**src/design/iris_pid_params.svh**
```systemverilog
`ifndef IRIS_PID_PARAMS_SVH
`define IRIS_PID_PARAMS_SVH

// ----------------------------------------------------------------
// Register map
// ----------------------------------------------------------------
`define REG_TARGET_ADDR 6'h00
`define REG_GAIN_ADDR 6'h01
`define REG_TUNE_ADDR 6'h02
`define TARGET_RESET 10'h000
`define GAIN_RESET 7'h00
`define TUNE_RESET 16'h0000
`define TARGET_POS 0
`define GAIN_POS 9
`define POLE_POS 12
`define ZERO_POS 8
`define DIFF_POS 4
`define INTG_POS 0

// ----------------------------------------------------------------
// Serial frame layout (bit numbers in order of arrival)
// ----------------------------------------------------------------
`define HDR_LAST_BIT 5'h07
`define FRAME_LAST_BIT 5'h17
`define RW_POS 6

// ----------------------------------------------------------------
// Timing and fixed point
// ----------------------------------------------------------------
`define CLK_PERIOD_NS 20
`define CTRL_PERIOD_NS 32000
`define CTRL_CYCLES ((`CTRL_PERIOD_NS) / (`CLK_PERIOD_NS))
`define FRAC_BITS 14
`define ERR_SMOOTH_SHIFT 3
`define COEF_SHIFT 15
`define DIFF_SCALE 4
`define GAIN_BASE 16
`define GAIN_SHIFT 20
`define I_LIMIT 32'sh1000_0000

`endif

```
**src/design/iris_pid_pkg.sv**
```systemverilog
package iris_pid_pkg;

  typedef logic [6:0] gain_code_t;
  typedef logic [3:0] tune_sel_t;
  typedef logic signed [31:0] fix_t;

  // Gray coded along IDLE -> HEAD -> BODY -> DONE
  typedef enum logic [1:0] {
    LINK_IDLE = 2'h0,
    LINK_HEAD = 2'h1,
    LINK_BODY = 2'h3,
    LINK_DONE = 2'h2
  } link_state_t;

endpackage

```
**src/design/deadband_gate.sv**
```systemverilog
`timescale 1ns/1ps
`include "iris_pid_params.svh"

module deadband_gate (
  // Level select and signal in Q14
  input wire logic [3:0] level,
  input wire logic signed [31:0] din,
  output logic signed [31:0] dout
);

  logic [31:0] mag;
  logic [31:0] thr;

  // Level n suppresses below 2^(n-1) fractional steps; 15 is one LSB
  always_comb begin
    mag = din[31] ? 32'(-din) : 32'(din);
    thr = 32'h0000_0001 << (level - 4'h1);
    if ((level != 4'h0) && (mag < thr)) begin
      dout = '0;
    end else begin
      dout = din;
    end
  end

endmodule // deadband_gate

```
**src/design/iris_pid_tuning.sv**
```systemverilog
`timescale 1ns/1ps
`include "iris_pid_params.svh"

// Behaviour
// - A 7-bit gain code sits in register 01h and sets overall gain.
// - Code 0 gives 0; else 0.125*2^(hi3-3)*(16+lo4).
// - Gain means ADC-to-motor gain at 35 Hz, 31.25 kHz update rate.
// - Integrator dead zone at 02h: 0 off, n suppresses below 2^(n-15).
// - Differentiator dead zone at 02h, same coding, on input changes.
// - At level 15 the path ignores anything below one LSB.
// - Zero select at 02h picks 10 Hz to 75 Hz from a table.
// - Pole select at 02h picks 710 Hz to 1960 Hz from a table.
// - Reset clears every tuning field to zero.
// - Error is a 10-bit target at 00h minus the ADC reading.

module iris_pid_tuning (
  // Clock and reset
  input wire logic mclk,
  input wire logic reset,
  // Serial register port
  input wire logic sclk,
  input wire logic cs,
  input wire logic sin,
  output logic sout,
  output logic sout_oe,
  // Position sensor ADC
  input wire logic [9:0] adc_data,
  input wire logic adc_valid,
  // Motor drive
  output logic signed [15:0] motor_drive,
  output logic motor_strobe
);

  // ----------------------------------------------------------------
  // Pin synchronisers and edges
  // ----------------------------------------------------------------
  logic sclk_f, cs_f, sin_f;
  logic sclk_prev_q, cs_prev_q;
  logic sclk_rise, sclk_fall, cs_rise;

  pin_sync #(.W(3)) u_sync (
    .mclk(mclk),
    .reset(reset),
    .pin_in({sclk, cs, sin}),
    .level({sclk_f, cs_f, sin_f})
  );

  always_ff @(posedge mclk) begin
    if (reset) begin
      sclk_prev_q <= 1'b0;
      cs_prev_q <= 1'b0;
    end else begin
      sclk_prev_q <= sclk_f;
      cs_prev_q <= cs_f;
    end
  end

  assign sclk_rise = sclk_f & ~sclk_prev_q;
  assign sclk_fall = ~sclk_f & sclk_prev_q;
  assign cs_rise = cs_f & ~cs_prev_q;

  // ----------------------------------------------------------------
  // Serial frame: 6 address bits, read flag, spare, 16 data, LSB first
  // ----------------------------------------------------------------
  iris_pid_pkg::link_state_t state_q;
  logic [4:0] bit_cnt_q;
  logic [7:0] hdr_q;
  logic [15:0] wdata_q;
  logic [15:0] rd_q;
  logic body_start_q;
  logic commit;
  logic is_read;
  logic [15:0] rd_mux;

  assign is_read = hdr_q[`RW_POS];
  assign commit = (state_q == iris_pid_pkg::LINK_BODY) && sclk_rise &&
                  (bit_cnt_q == `FRAME_LAST_BIT);

  always_ff @(posedge mclk) begin
    if (reset || !cs_f) begin
      state_q <= iris_pid_pkg::LINK_IDLE;
      bit_cnt_q <= 5'h00;
    end else begin
      unique case (state_q)
        iris_pid_pkg::LINK_IDLE: begin
          if (cs_rise) begin
            state_q <= iris_pid_pkg::LINK_HEAD;
          end
        end
        iris_pid_pkg::LINK_HEAD: begin
          if (sclk_rise) begin
            bit_cnt_q <= bit_cnt_q + 5'h01;
            if (bit_cnt_q == `HDR_LAST_BIT) begin
              state_q <= iris_pid_pkg::LINK_BODY;
            end
          end
        end
        iris_pid_pkg::LINK_BODY: begin
          if (sclk_rise) begin
            bit_cnt_q <= bit_cnt_q + 5'h01;
            if (commit) begin
              state_q <= iris_pid_pkg::LINK_DONE;
            end
          end
        end
        iris_pid_pkg::LINK_DONE: begin
          state_q <= iris_pid_pkg::LINK_DONE;
        end
      endcase
    end
  end

  always_ff @(posedge mclk) begin
    if (reset) begin
      hdr_q <= 8'h00;
      wdata_q <= 16'h0000;
      body_start_q <= 1'b0;
    end else begin
      body_start_q <= (state_q == iris_pid_pkg::LINK_HEAD) && sclk_rise &&
                      (bit_cnt_q == `HDR_LAST_BIT);
      if (state_q == iris_pid_pkg::LINK_HEAD && sclk_rise) begin
        hdr_q <= {sin_f, hdr_q[7:1]};
      end
      if (state_q == iris_pid_pkg::LINK_BODY && sclk_rise) begin
        wdata_q <= {sin_f, wdata_q[15:1]};
      end
    end
  end

  // ----------------------------------------------------------------
  // Registers
  // ----------------------------------------------------------------
  logic [9:0] target_q;
  iris_pid_pkg::gain_code_t gain_q;
  logic [15:0] tune_q;
  logic [15:0] wr_word;

  assign wr_word = {sin_f, wdata_q[15:1]};

  always_ff @(posedge mclk) begin
    if (reset) begin
      target_q <= `TARGET_RESET;
      gain_q <= `GAIN_RESET;
      tune_q <= `TUNE_RESET;
    end else if (commit && !is_read) begin
      unique case (hdr_q[5:0])
        `REG_TARGET_ADDR: target_q <= wr_word[`TARGET_POS +: 10];
        `REG_GAIN_ADDR: gain_q <= wr_word[`GAIN_POS +: 7];
        `REG_TUNE_ADDR: tune_q <= wr_word;
        default: ;
      endcase
    end
  end

  // Unmapped addresses and unused bits read as zero
  always_comb begin
    rd_mux = 16'h0000;
    unique case (hdr_q[5:0])
      `REG_TARGET_ADDR: rd_mux[`TARGET_POS +: 10] = target_q;
      `REG_GAIN_ADDR: rd_mux[`GAIN_POS +: 7] = gain_q;
      `REG_TUNE_ADDR: rd_mux = tune_q;
      default: rd_mux = 16'h0000;
    endcase
  end

  // Data leaves on falling SCLK so the master samples it on the rise
  always_ff @(posedge mclk) begin
    if (reset) begin
      rd_q <= 16'h0000;
      sout <= 1'b0;
      sout_oe <= 1'b0;
    end else begin
      sout_oe <= (state_q == iris_pid_pkg::LINK_BODY) && is_read && cs_f;
      if (body_start_q) begin
        rd_q <= rd_mux;
        sout <= rd_mux[0];
      end else if (state_q == iris_pid_pkg::LINK_BODY && sclk_fall &&
                   bit_cnt_q != (`HDR_LAST_BIT + 5'h01)) begin
        rd_q <= {1'b0, rd_q[15:1]};
        sout <= rd_q[1];
      end
    end
  end

  // ----------------------------------------------------------------
  // Controller update tick
  // ----------------------------------------------------------------
  localparam int unsigned TICK_CYCLES = `CTRL_CYCLES;
  logic [10:0] tick_cnt_q;
  logic tick;

  assign tick = (tick_cnt_q == 11'(TICK_CYCLES - 1));

  always_ff @(posedge mclk) begin
    if (reset || tick) begin
      tick_cnt_q <= 11'h000;
    end else begin
      tick_cnt_q <= tick_cnt_q + 11'h001;
    end
  end

  // ----------------------------------------------------------------
  // Controller datapath (Q14 fixed point)
  // ----------------------------------------------------------------
  localparam logic [7:0] ZERO_HZ [16] = '{8'h0A, 8'h0F, 8'h14, 8'h19,
    8'h1E, 8'h23, 8'h23, 8'h28, 8'h28, 8'h2D, 8'h32, 8'h37, 8'h3C,
    8'h41, 8'h46, 8'h4B};
  localparam logic [10:0] POLE_HZ [16] = '{11'h2C6, 11'h316, 11'h366,
    11'h3B6, 11'h410, 11'h460, 11'h4B0, 11'h500, 11'h55A, 11'h5AA,
    11'h5FA, 11'h654, 11'h6A4, 11'h6FE, 11'h74E, 11'h7A8};

  logic [9:0] adc_q;
  iris_pid_pkg::fix_t err, e_f_q, e_prev_q, de, e_i, de_d;
  iris_pid_pkg::fix_t i_acc_q, i_next, d_lp_q, y;
  iris_pid_pkg::tune_sel_t zero_sel;
  iris_pid_pkg::tune_sel_t pole_sel;
  logic signed [47:0] i_prod, d_prod, g_prod, g_out;

  assign zero_sel = tune_q[`ZERO_POS +: 4];
  assign pole_sel = tune_q[`POLE_POS +: 4];

  always_ff @(posedge mclk) begin
    if (reset) begin
      adc_q <= 10'h000;
    end else if (adc_valid) begin
      adc_q <= adc_data;
    end
  end

  assign err = ($signed({22'h0, target_q}) - $signed({22'h0, adc_q}))
               <<< `FRAC_BITS;
  assign de = e_f_q - e_prev_q;

  deadband_gate u_intg_db (
    .level(tune_q[`INTG_POS +: 4]),
    .din(e_f_q),
    .dout(e_i)
  );

  deadband_gate u_diff_db (
    .level(tune_q[`DIFF_POS +: 4]),
    .din(de),
    .dout(de_d)
  );

  // Integral weight follows the zero, derivative smoothing the pole
  always_comb begin
    i_prod = 48'(e_i) * $signed({40'h0, ZERO_HZ[zero_sel]});
    i_next = i_acc_q + 32'(i_prod >>> `COEF_SHIFT);
    if (i_next > `I_LIMIT) begin
      i_next = `I_LIMIT;
    end else if (i_next < -`I_LIMIT) begin
      i_next = -`I_LIMIT;
    end
    d_prod = 48'((de_d <<< `DIFF_SCALE) - d_lp_q) *
             $signed({37'h0, POLE_HZ[pole_sel]});
    y = e_f_q + i_acc_q + d_lp_q;
    g_prod = 48'(y) * $signed({43'h0, 5'(`GAIN_BASE) + {1'b0,
             gain_q[3:0]}});
    g_out = g_prod >>> (`GAIN_SHIFT - gain_q[6:4]);
    if (g_out > 48'sh7FFF) begin
      g_out = 48'sh7FFF;
    end else if (g_out < -48'sh8000) begin
      g_out = -48'sh8000;
    end
  end

  always_ff @(posedge mclk) begin
    if (reset) begin
      e_f_q <= '0;
      e_prev_q <= '0;
      i_acc_q <= '0;
      d_lp_q <= '0;
    end else if (tick) begin
      // Smoothing leaves fractional bits for the dead zones to act on
      e_f_q <= e_f_q + ((err - e_f_q) >>> `ERR_SMOOTH_SHIFT);
      e_prev_q <= e_f_q;
      i_acc_q <= i_next;
      d_lp_q <= d_lp_q + 32'(d_prod >>> `COEF_SHIFT);
    end
  end

  always_ff @(posedge mclk) begin
    if (reset) begin
      motor_drive <= 16'h0000;
      motor_strobe <= 1'b0;
    end else begin
      motor_strobe <= tick;
      if (tick) begin
        motor_drive <= (gain_q == 7'h00) ? 16'h0000 : g_out[15:0];
      end
    end
  end

  // ----------------------------------------------------------------
  // Assertions
  // ----------------------------------------------------------------
  a_reset_clears: assert property (@(posedge mclk)
    $fell(reset) |-> gain_q == 7'h00 && tune_q == 16'h0000)
    else $error("tuning fields not cleared by reset");
  a_gain_write: assert property (@(posedge mclk) disable iff (reset)
    commit && !is_read && hdr_q[5:0] == 6'h01
    |=> gain_q == $past(wr_word[15:9]))
    else $error("gain code not taken from bits 15:9");
  a_tune_layout: assert property (@(posedge mclk) disable iff (reset)
    commit && !is_read && hdr_q[5:0] == 6'h02
    |=> pole_sel == $past(wr_word[15:12]) &&
        tune_q[3:0] == $past(wr_word[3:0]))
    else $error("tuning field layout wrong");
  a_gain_zero: assert property (@(posedge mclk) disable iff (reset)
    tick && gain_q == 7'h00 |=> motor_drive == 16'h0000)
    else $error("zero gain code drove the motor");
  a_intg_off: assert property (@(posedge mclk) disable iff (reset)
    tune_q[3:0] == 4'h0 |-> e_i == e_f_q)
    else $error("integrator dead zone active while off");
  a_intg_floor: assert property (@(posedge mclk) disable iff (reset)
    tune_q[3:0] == 4'hF && e_f_q < 32'sh4000 && e_f_q > -32'sh4000
    |-> e_i == 0)
    else $error("integrator passed input below one LSB");
  a_diff_floor: assert property (@(posedge mclk) disable iff (reset)
    tune_q[7:4] == 4'hF && de < 32'sh4000 && de > -32'sh4000
    |-> de_d == 0)
    else $error("derivative passed change below one LSB");
  a_tick_spacing: assert property (@(posedge mclk) disable iff (reset)
    motor_strobe |=> !motor_strobe [*8])
    else $error("controller updates too close together");
  a_read_drive: assert property (@(posedge mclk) disable iff (reset)
    body_start_q && is_read && cs_f |=> sout_oe ##0
    sout == $past(rd_mux[0]))
    else $error("read data not driven at start of data phase");

endmodule // iris_pid_tuning

```
**src/design/pin_sync.sv**
```systemverilog
`timescale 1ns/1ps
`include "iris_pid_params.svh"

module pin_sync #(
  parameter int W = 3
) (
  // Clock and reset
  input wire logic mclk,
  input wire logic reset,
  // Pins and filtered levels
  input wire logic [W-1:0] pin_in,
  output logic [W-1:0] level
);

  logic [W-1:0] s1_q;
  logic [W-1:0] s2_q;
  logic [W-1:0] s3_q;
  logic [W-1:0] lvl_q;

  always_ff @(posedge mclk) begin
    if (reset) begin
      s1_q <= '0;
      s2_q <= '0;
      s3_q <= '0;
    end else begin
      s1_q <= pin_in;
      s2_q <= s1_q;
      s3_q <= s2_q;
    end
  end

  // A change counts only once the last two stages agree
  for (genvar i = 0; i < W; i++) begin : g_bit
    always_ff @(posedge mclk) begin
      if (reset) begin
        lvl_q[i] <= 1'b0;
      end else if (s2_q[i] == s3_q[i]) begin
        lvl_q[i] <= s3_q[i];
      end
    end
  end

  assign level = lvl_q;

endmodule // pin_sync

```
**config.mk**
```make
export PLATFORM = sky130hd
export DESIGN_NAME = iris_pid_tuning
export DESIGN_NICKNAME = d
export VERILOG_FILES = /design/src/design/iris_pid_pkg.sv /design/src/design/deadband_gate.sv /design/src/design/iris_pid_tuning.sv /design/src/design/pin_sync.sv
export VERILOG_INCLUDE_DIRS = /design/src /design/src/design
export SDC_FILE = /design/constraint.sdc
export NUM_CORES = 2
export LEC_CHECK = 0
export ABC_AREA = 0
export ABC_CLOCK_PERIOD_IN_PS = 21200
export BUFFER_PORTS_ARGS = -buffer_cell sky130_fd_sc_hd__buf_4
export CORE_ASPECT_RATIO = 0.8
export CORE_MARGIN = 1
export CORE_UTILIZATION = 67
export CTS_CLUSTER_DIAMETER = 200
export DETAILED_ROUTE_END_ITERATION = 8
export PLACE_DENSITY = 0.84
export SLEW_MARGIN = 20
export SYNTH_ARGS = -nofsm -noshare
export SYNTH_HDL_FRONTEND = slang
export SYNTH_SLANG_ARGS = --single-unit
```
**constraint.sdc**
```tcl
create_clock -name mclk -period 21.2 [get_ports mclk]
set_input_delay 1.06 -clock mclk [delete_from_list [all_inputs] [get_ports mclk]]
set_output_delay 1.06 -clock mclk [all_outputs]
set_load 0.01 [all_outputs]
```
== Yosys cells after proc, flatten, opt, wreduce, memory -nomap -nowiden ==
Memory sizes are Yosys's and may differ from the RTL's.
Cells that the tools add are included.
Storage, ports and cells
  ROM bits: 304
  output and inout port bits: 19
  bits in registers: 263
  memories: 2
  bits of input ports: 16
Memory list
  (no name shown): words 16, bits a word 11, rd ports 1, clocked after Yosys merged registers in 0, wr ports 0, line iris_pid_tuning.sv:256  | $signed({37'h0, POLE_HZ[pole_sel]});
  (no name shown): words 16, bits a word 8, rd ports 1, clocked after Yosys merged registers in 0, wr ports 0, line iris_pid_tuning.sv:248  | i_prod = 48'(e_i) * $signed({40'h0, ZERO_HZ[zero_sel]});
Cells by class
  add/subtract/negate cells: 17
  bitwise logic cells: 8
  order comparisons: 8
  multiplexer cells: 26
  eq/ne operators: 17
  reductions and logical operators: 27
  shift-type cells: 3
  multiply operators: 3
Operator list (number)
  32-bit 2-to-1 mux: 6
  32-bit adder: 3
  16-bit 2-to-1 mux: 5
  32-bit < comparator: 2
  32-bit negator: 2
  1-bit by 4-bit << shifter with 32-bit output (first input constant): 2
  48-bit by 16-bit greater-than comparator with 1-bit output (second input constant): 1
  48-bit by 16-bit < comparator with 1-bit output (second input constant): 1
  38-bit by 32-bit >>> shifter with 48-bit output: 1
  37-bit by 12-bit multiplier with 47-bit output: 1
  32-bit by 9-bit multiplier with 41-bit output: 1
  32-bit by 6-bit multiplier with 38-bit output: 1
  36-bit by 32-bit subtractor with 37-bit output: 1
  32-bit by 26-bit adder with 32-bit output: 1
  32-bit by 29-bit adder with 32-bit output: 1
  32-bit by 30-bit greater-than comparator with 1-bit output (second input constant): 1
  32-bit by 29-bit < comparator with 1-bit output (second input constant): 1
  25-bit by 32-bit subtractor with 32-bit output: 1
  32-bit subtractor: 1
  11-bit 2-to-1 mux: 2
  9-bit one-hot mux with 2 select lines: 1
  8-bit 2-to-1 mux: 2
  6-bit one-hot mux with 2 select lines: 1
  11-bit by 1-bit adder with 11-bit output (second input constant): 1
  other kinds (34): 69

== Logic depth before layout (Yosys ltp) ==
  depth in word-level cells: 10
  gate-level depth with buffers: 78
  mapped depth without buffers: 74

== By module ==
From an unflattened synthesis, not the netlist that was laid out.
Unflattened totals
  cells, all modules: 6258
  area, all modules: 50314.5 um^2
By module, submodules not included
  iris_pid_tuning: instances 1, area each 46590.9 um^2, cells each 5711, sequential area each 4984.8 um^2
  deadband_gate: instances 2, area each 1667.8 um^2, cells each 258, sequential area each 0.0 um^2
  pin_sync: instances 1, area each 387.9 um^2, cells each 31, sequential area each 240.2 um^2

== Least setup slack after synthesis ==
OpenSTA, ideal clock, no wires.
  path kind: register to register
  start: reg e_f_q[1]
  end: reg d_lp_q[31]
  buffers on the path: 3
  data arrival time: 15.667 ns
  cell stages (with the launch flop): 74
  path slack: 5.463 ns
  library setup time: 0.070 ns
  path through: dfxtp_1 -> ha_1 -> nor2b_1 -> o21ai_0 -> a21oi_1 -> o211ai_1 -> a211o_1 -> o21ai_0 -> o211ai_1 -> a31oi_1 -> a211o_1 -> a21oi_1 -> clkbuf_1 -> buf_1 -> mux2_2 -> ha_1 -> a21o_1 -> a21o_1 -> [... 38 more ...] -> nand2_1 -> a31oi_1 -> o21a_1 -> o31a_1 -> or2_2 -> a21oi_1 -> o21ai_0 -> xor2_1 -> ha_1 -> or3_1 -> a211o_1 -> nand2_1 -> o21ai_0 -> a21oi_1 -> xnor2_1 -> xnor3_1 -> or3_1 -> a21oi_1
On the way
  longest elaborated chain between the ends: 9
Ends and longest elaborated chain
  start: declaration: line iris_pid_tuning.sv:213  | iris_pid_pkg::fix_t err, e_f_q, e_prev_q, de, e_i, de_d;
  start signal: assignment: line iris_pid_tuning.sv:276  | e_f_q <= e_f_q + ((err - e_f_q) >>> `ERR_SMOOTH_SHIFT);
  32-bit subtractor *: line iris_pid_tuning.sv:232  | assign de = e_f_q - e_prev_q;
  32-bit negator: line deadband_gate.sv:16  | mag = din[31] ? 32'(-din) : 32'(din);
  32-bit 2-to-1 mux: line deadband_gate.sv:16
  32-bit < comparator: line deadband_gate.sv:18  | if ((level != 4'h0) && (mag < thr)) begin
  1-bit logical AND: line deadband_gate.sv:18
  32-bit 2-to-1 mux *: line deadband_gate.sv:18
  36-bit by 32-bit subtractor with 37-bit output *: line iris_pid_tuning.sv:255  | d_prod = 48'((de_d <<< `DIFF_SCALE) - d_lp_q) *
  37-bit by 12-bit multiplier with 47-bit output *: line iris_pid_tuning.sv:255
  32-bit adder *: line iris_pid_tuning.sv:279  | d_lp_q <= d_lp_q + 32'(d_prod >>> `COEF_SHIFT);
  end signal: assignment: line iris_pid_tuning.sv:279
  end: declaration: line iris_pid_tuning.sv:214  | iris_pid_pkg::fix_t i_acc_q, i_next, d_lp_q, y;
Every way passes the cells marked *; elsewhere a longest branch is shown, timed or not.
A chain may end at the register's enable or synchronous reset.

== Worst setup path after layout ==
Ends and elaborated chain as after synthesis.

==> metrics.md <==
| Metric | Value |
|---|---|
| Initial antenna violation count | 6 |
| FMAX | 0.05633 GHz |
| Hpwl dp | 113400 um |
| Clock power share | 0.480 |
| Run status | finished, final reports clean |
| Via density | 6.232 |
| Net Count, Synth | 7352 |
| Clock insertion delay at the later pin of the skew report | 0.59 ns |
| Worst Max-Slew Pin Slew | 1.172 ns |
| Period minus WS final | 17.75 ns |
| Vias in the first global route | 43136 |
| Slowest cell delay on critical path | 0.70 ns |
| Via count | 44190 |
| Sinks on the clock net | approximately 260 |
| Top_reg_cell synth | dfxtp_1 |
| Cell family with most CP delay | compound AO/OA/AOI/OAI gates |
| Drt drc | 0 |
| Net switching power | 0.2940 mW |
| CTS H-Tree Depth | 1 |
| Num CTS Buffers | 28 |
| Die Wd | between 300 and 400 um |
| Setup CP Type | flip-flop to flip-flop |
| Synth area leaders | fa_1 24%, ha_1 14%, dfxtp_1 10%, nand2_1 6.2%, inv_1 5.6% |
| Area share of the largest cell type after synthesis | 0.2414 |
| Seq/Total Area, Yosys | 0.1048 |
| Core Box Area | 73720 um^2 |
| Pin count of the biggest net entering global routing | 89 |
| Crit path top cell by count | a21oi_1 |
| Fraction of registers with async set/reset | 0 |
| CTS Buffer Depth | 3 |
| First drt pass iteration count | 6 |
| RSZ-0062 raised after global routing | false |
| GPL Wtd Cong | approximately 1 |
| Syn. warnings | 0 |
| Setup TNS | 0 ns |
| Quantity of gates resized following cts | 0 |
| Comb pwr share | 0.093 |
| Die Ht | 246.0 um |
| Max Cap Viol | 0 |
| Critical-path top delay cell | xor2_1 |
| P_int | 0.8617 mW |
| Clock skew | about 0.017 ns |
| Crit path launch type | flip-flop |
| Worst Hold Path Cells | 1 |
| Cell area after synthesis | 49850 um^2 |
| Layout cell share with drive strength beyond 1 | 0.04384 |
| Routed Antenna Nets | 0 |
| Initial DRC count | 4109 |
| Post-Synth Adder-Cell Area | 0.3777 |
| Net Sw Frac | 0.2544 |
| Complex-gate fraction of the synthesized area | 0.1528 |
| Count of buffer and inverter cells on the critical path | 5 |
| PortBufs | 34 |
| Worst r2r path cells | 69 |
| Yosys top cell by area | fa_1 |
| Syn Inst Count | 6192 |
| Overall routing resource usage | 0.3769 |
| Syn Area/Cell | 8.050 um^2 |
| Worst relative slew slack | 0.2188 |
| Hold buffer count at cts | 0 |
| Fin Hold WS | 0.4437 ns |
| EDFF count, synth | 0 |
| CP endpoint kind | flip-flop |
| Final setup vio count | 0 |
| Hold/Removal Path Class | flip-flop to flip-flop |
| Final Hold Violating Endpoints | 0 |
| Pwr dens | about 22 nW/um^2 |
| CP arrival | 18.25 ns |
| Max IR drop VDD | 0.06764 mV |
| Leak | 25.77 nW |
| Final period utilization | 0.8373 |
| NumNets Final | about 7200 |
| CTS tree | built |
| Ports | 35 |
| Final wirelength | 142300 um |
| Crit Path Max Fanout | 32 |
| Reg power frac | 0.427 |
| GRT Residual Overflow | 0 |
| Post-synth cell types | 94 |
| Die ar. | between 70000 and 80000 um^2 |
| Critical path required time | 21.70 ns |
| Clock-pin transition on the worst setup and hold timing paths | roughly 0.07 ns |
| #FFs+latches synth | about 260 |
| Slew Limit Fails | 0 |
| Rows | between 80 and 90 |
| Mux contribution to synthesized area | 0.02872 |
| Worst path depth | 69 |
| P&R area growth vs syn | 4.488% |
| Synth Area in XOR/XNOR | 0.06564 |
| Initial core utilization | 0.6762 |
| Root Driver | clkbuf_16 |
| Antenna cells | 0 |
| DR WL/cell | 20.06 um |
| Setup Buffers After CTS | 0 |
| Post-synthesis simple-gate area fraction | 0.1941 |
| First-pass GRT wire length | 227500 um |
| Main combinational cell family by area after synthesis | adder cells |
[registers in the layout, indices dropped and copies added (netlist names), 10 cells and up]
name / count
rd_q: 16
i_acc_q: 32
tick_cnt_q: 11
tune_q: 16
adc_q: 10
wdata_q: 15
e_f_q: 32
motor_drive: 16
e_prev_q: 32
d_lp_q: 32
target_q: 10
[routing by layer]
layer	global-route usage	share of wire	vias to the layer above
met2	0.5979	0.44	2114
met4	0.1240	0.036	6
met1	0.5162	0.42	21302
met5	0.001292	0.00034	-
li1	-	-	20456
met3	0.07377	0.11	312
[power by group through the flow]
stage               sequential (mW)  clock [mW]  combinational, mW
detailed placement            0.505           0              0.104
floorplan                     0.505           0             0.0815
global route                  0.494       0.578              0.118
global placement              0.505           0              0.102
finish                        0.494       0.555              0.107
CTS                           0.494       0.557              0.105
[cells by family (layout without fill, tap and decap cells)]
logic type | Yosys count | after routing
AND/OR/NAND/NOR | 2119 | 2119
AO/OA/AOI/OAI | 1160 | 1160
adder cells (fa/ha/maj) | 1144 | 1144
buffers and inverters | 1008 | 906
XOR/XNOR | 372 | 372
flip-flops | 261 | 261
multiplexers | 128 | 128
[cell type report]
class,instances,area [um^2]
multi-input combinational,4923,40950
sequential,261,5226
inverter,747,2804
clock inverter,14,229.0
tap,1001,1252
clock buffer,35,788.3
fill,5947,21630
timing repair buffer,110,829.5
[final timing paths]
path	startpoint	end	slack [ns]
max	e_f_q[1]$_SDFFE_PP0P_	d_lp_q[31]$_SDFFE_PP0P_	3.45
min	u_sync.s1_q[1]$_SDFF_PP0_	u_sync.s2_q[1]$_SDFF_PP0_	0.44
max reg2reg	e_f_q[1]$_SDFFE_PP0P_	d_lp_q[31]$_SDFFE_PP0P_	3.45
min reg2reg	u_sync.s1_q[1]$_SDFF_PP0_	u_sync.s2_q[1]$_SDFF_PP0_	0.44
[through the flow]
step / setup slack (ns) / area (um^2) / cells / total power, mW / utilization
detailed placement: 3.815 / 51070 / 7042 / 0.6092 / 0.6927
CTS: 3.730 / 52080 / 7091 / 1.156 / 0.7065
finish: 3.448 / 52080 / 7091 / 1.156 / 0.7065
global placement: 4.164 / 51070 / 7042 / 0.6069 / 0.6927
floorplan: 5.463 / 49850 / 6192 / 0.5860 / -
global route: 2.404 / 52080 / 7091 / 1.189 / 0.7065
[layout by cell type (no fill, tap or decap), types with 29 or more instances in the layout]
cell type and count:
nand2_1 822, inv_1 743, fa_1 601, ha_1 543, nor2_1 534, a21oi_1 378
dfxtp_1 260, xnor2_1 245, nor3_1 160, o21ai_0 159, and2_1 130, xor2_1 124
a21o_1 116, buf_4 109, nand3_1 97, mux2i_1 96, nor2b_1 64, o21a_1 55
o211ai_1 51, a211oi_1 50, or3_1 48, a31oi_1 48, nand2b_1 48, and3_1 44
nand4_1 41, nor4_1 36, o21bai_1 35, clkbuf_16 29
[synthesized netlist by cell type (23+ instances only)]
cell / n
or2_2: 23
xor2_1: 124
o21ai_0: 160
inv_1: 743
and2_1: 130
nor2b_1: 64
o21a_1: 55
a31oi_1: 50
nand3_1: 97
a22o_1: 23
ha_1: 543
nor4_1: 37
nand2_1: 822
clkbuf_1: 235
o31ai_1: 28
dfxtp_1: 261
o211ai_1: 51
xnor2_1: 247
mux2i_1: 98
a211oi_1: 51
nand4_1: 41
nor3_1: 161
or3_1: 48
a21o_1: 116
fa_1: 601
nor2_1: 538
and3_1: 44
o21bai_1: 35
nand2b_1: 48
a21oi_1: 380
No activity file was read; power rests on OpenSTA's default activity.
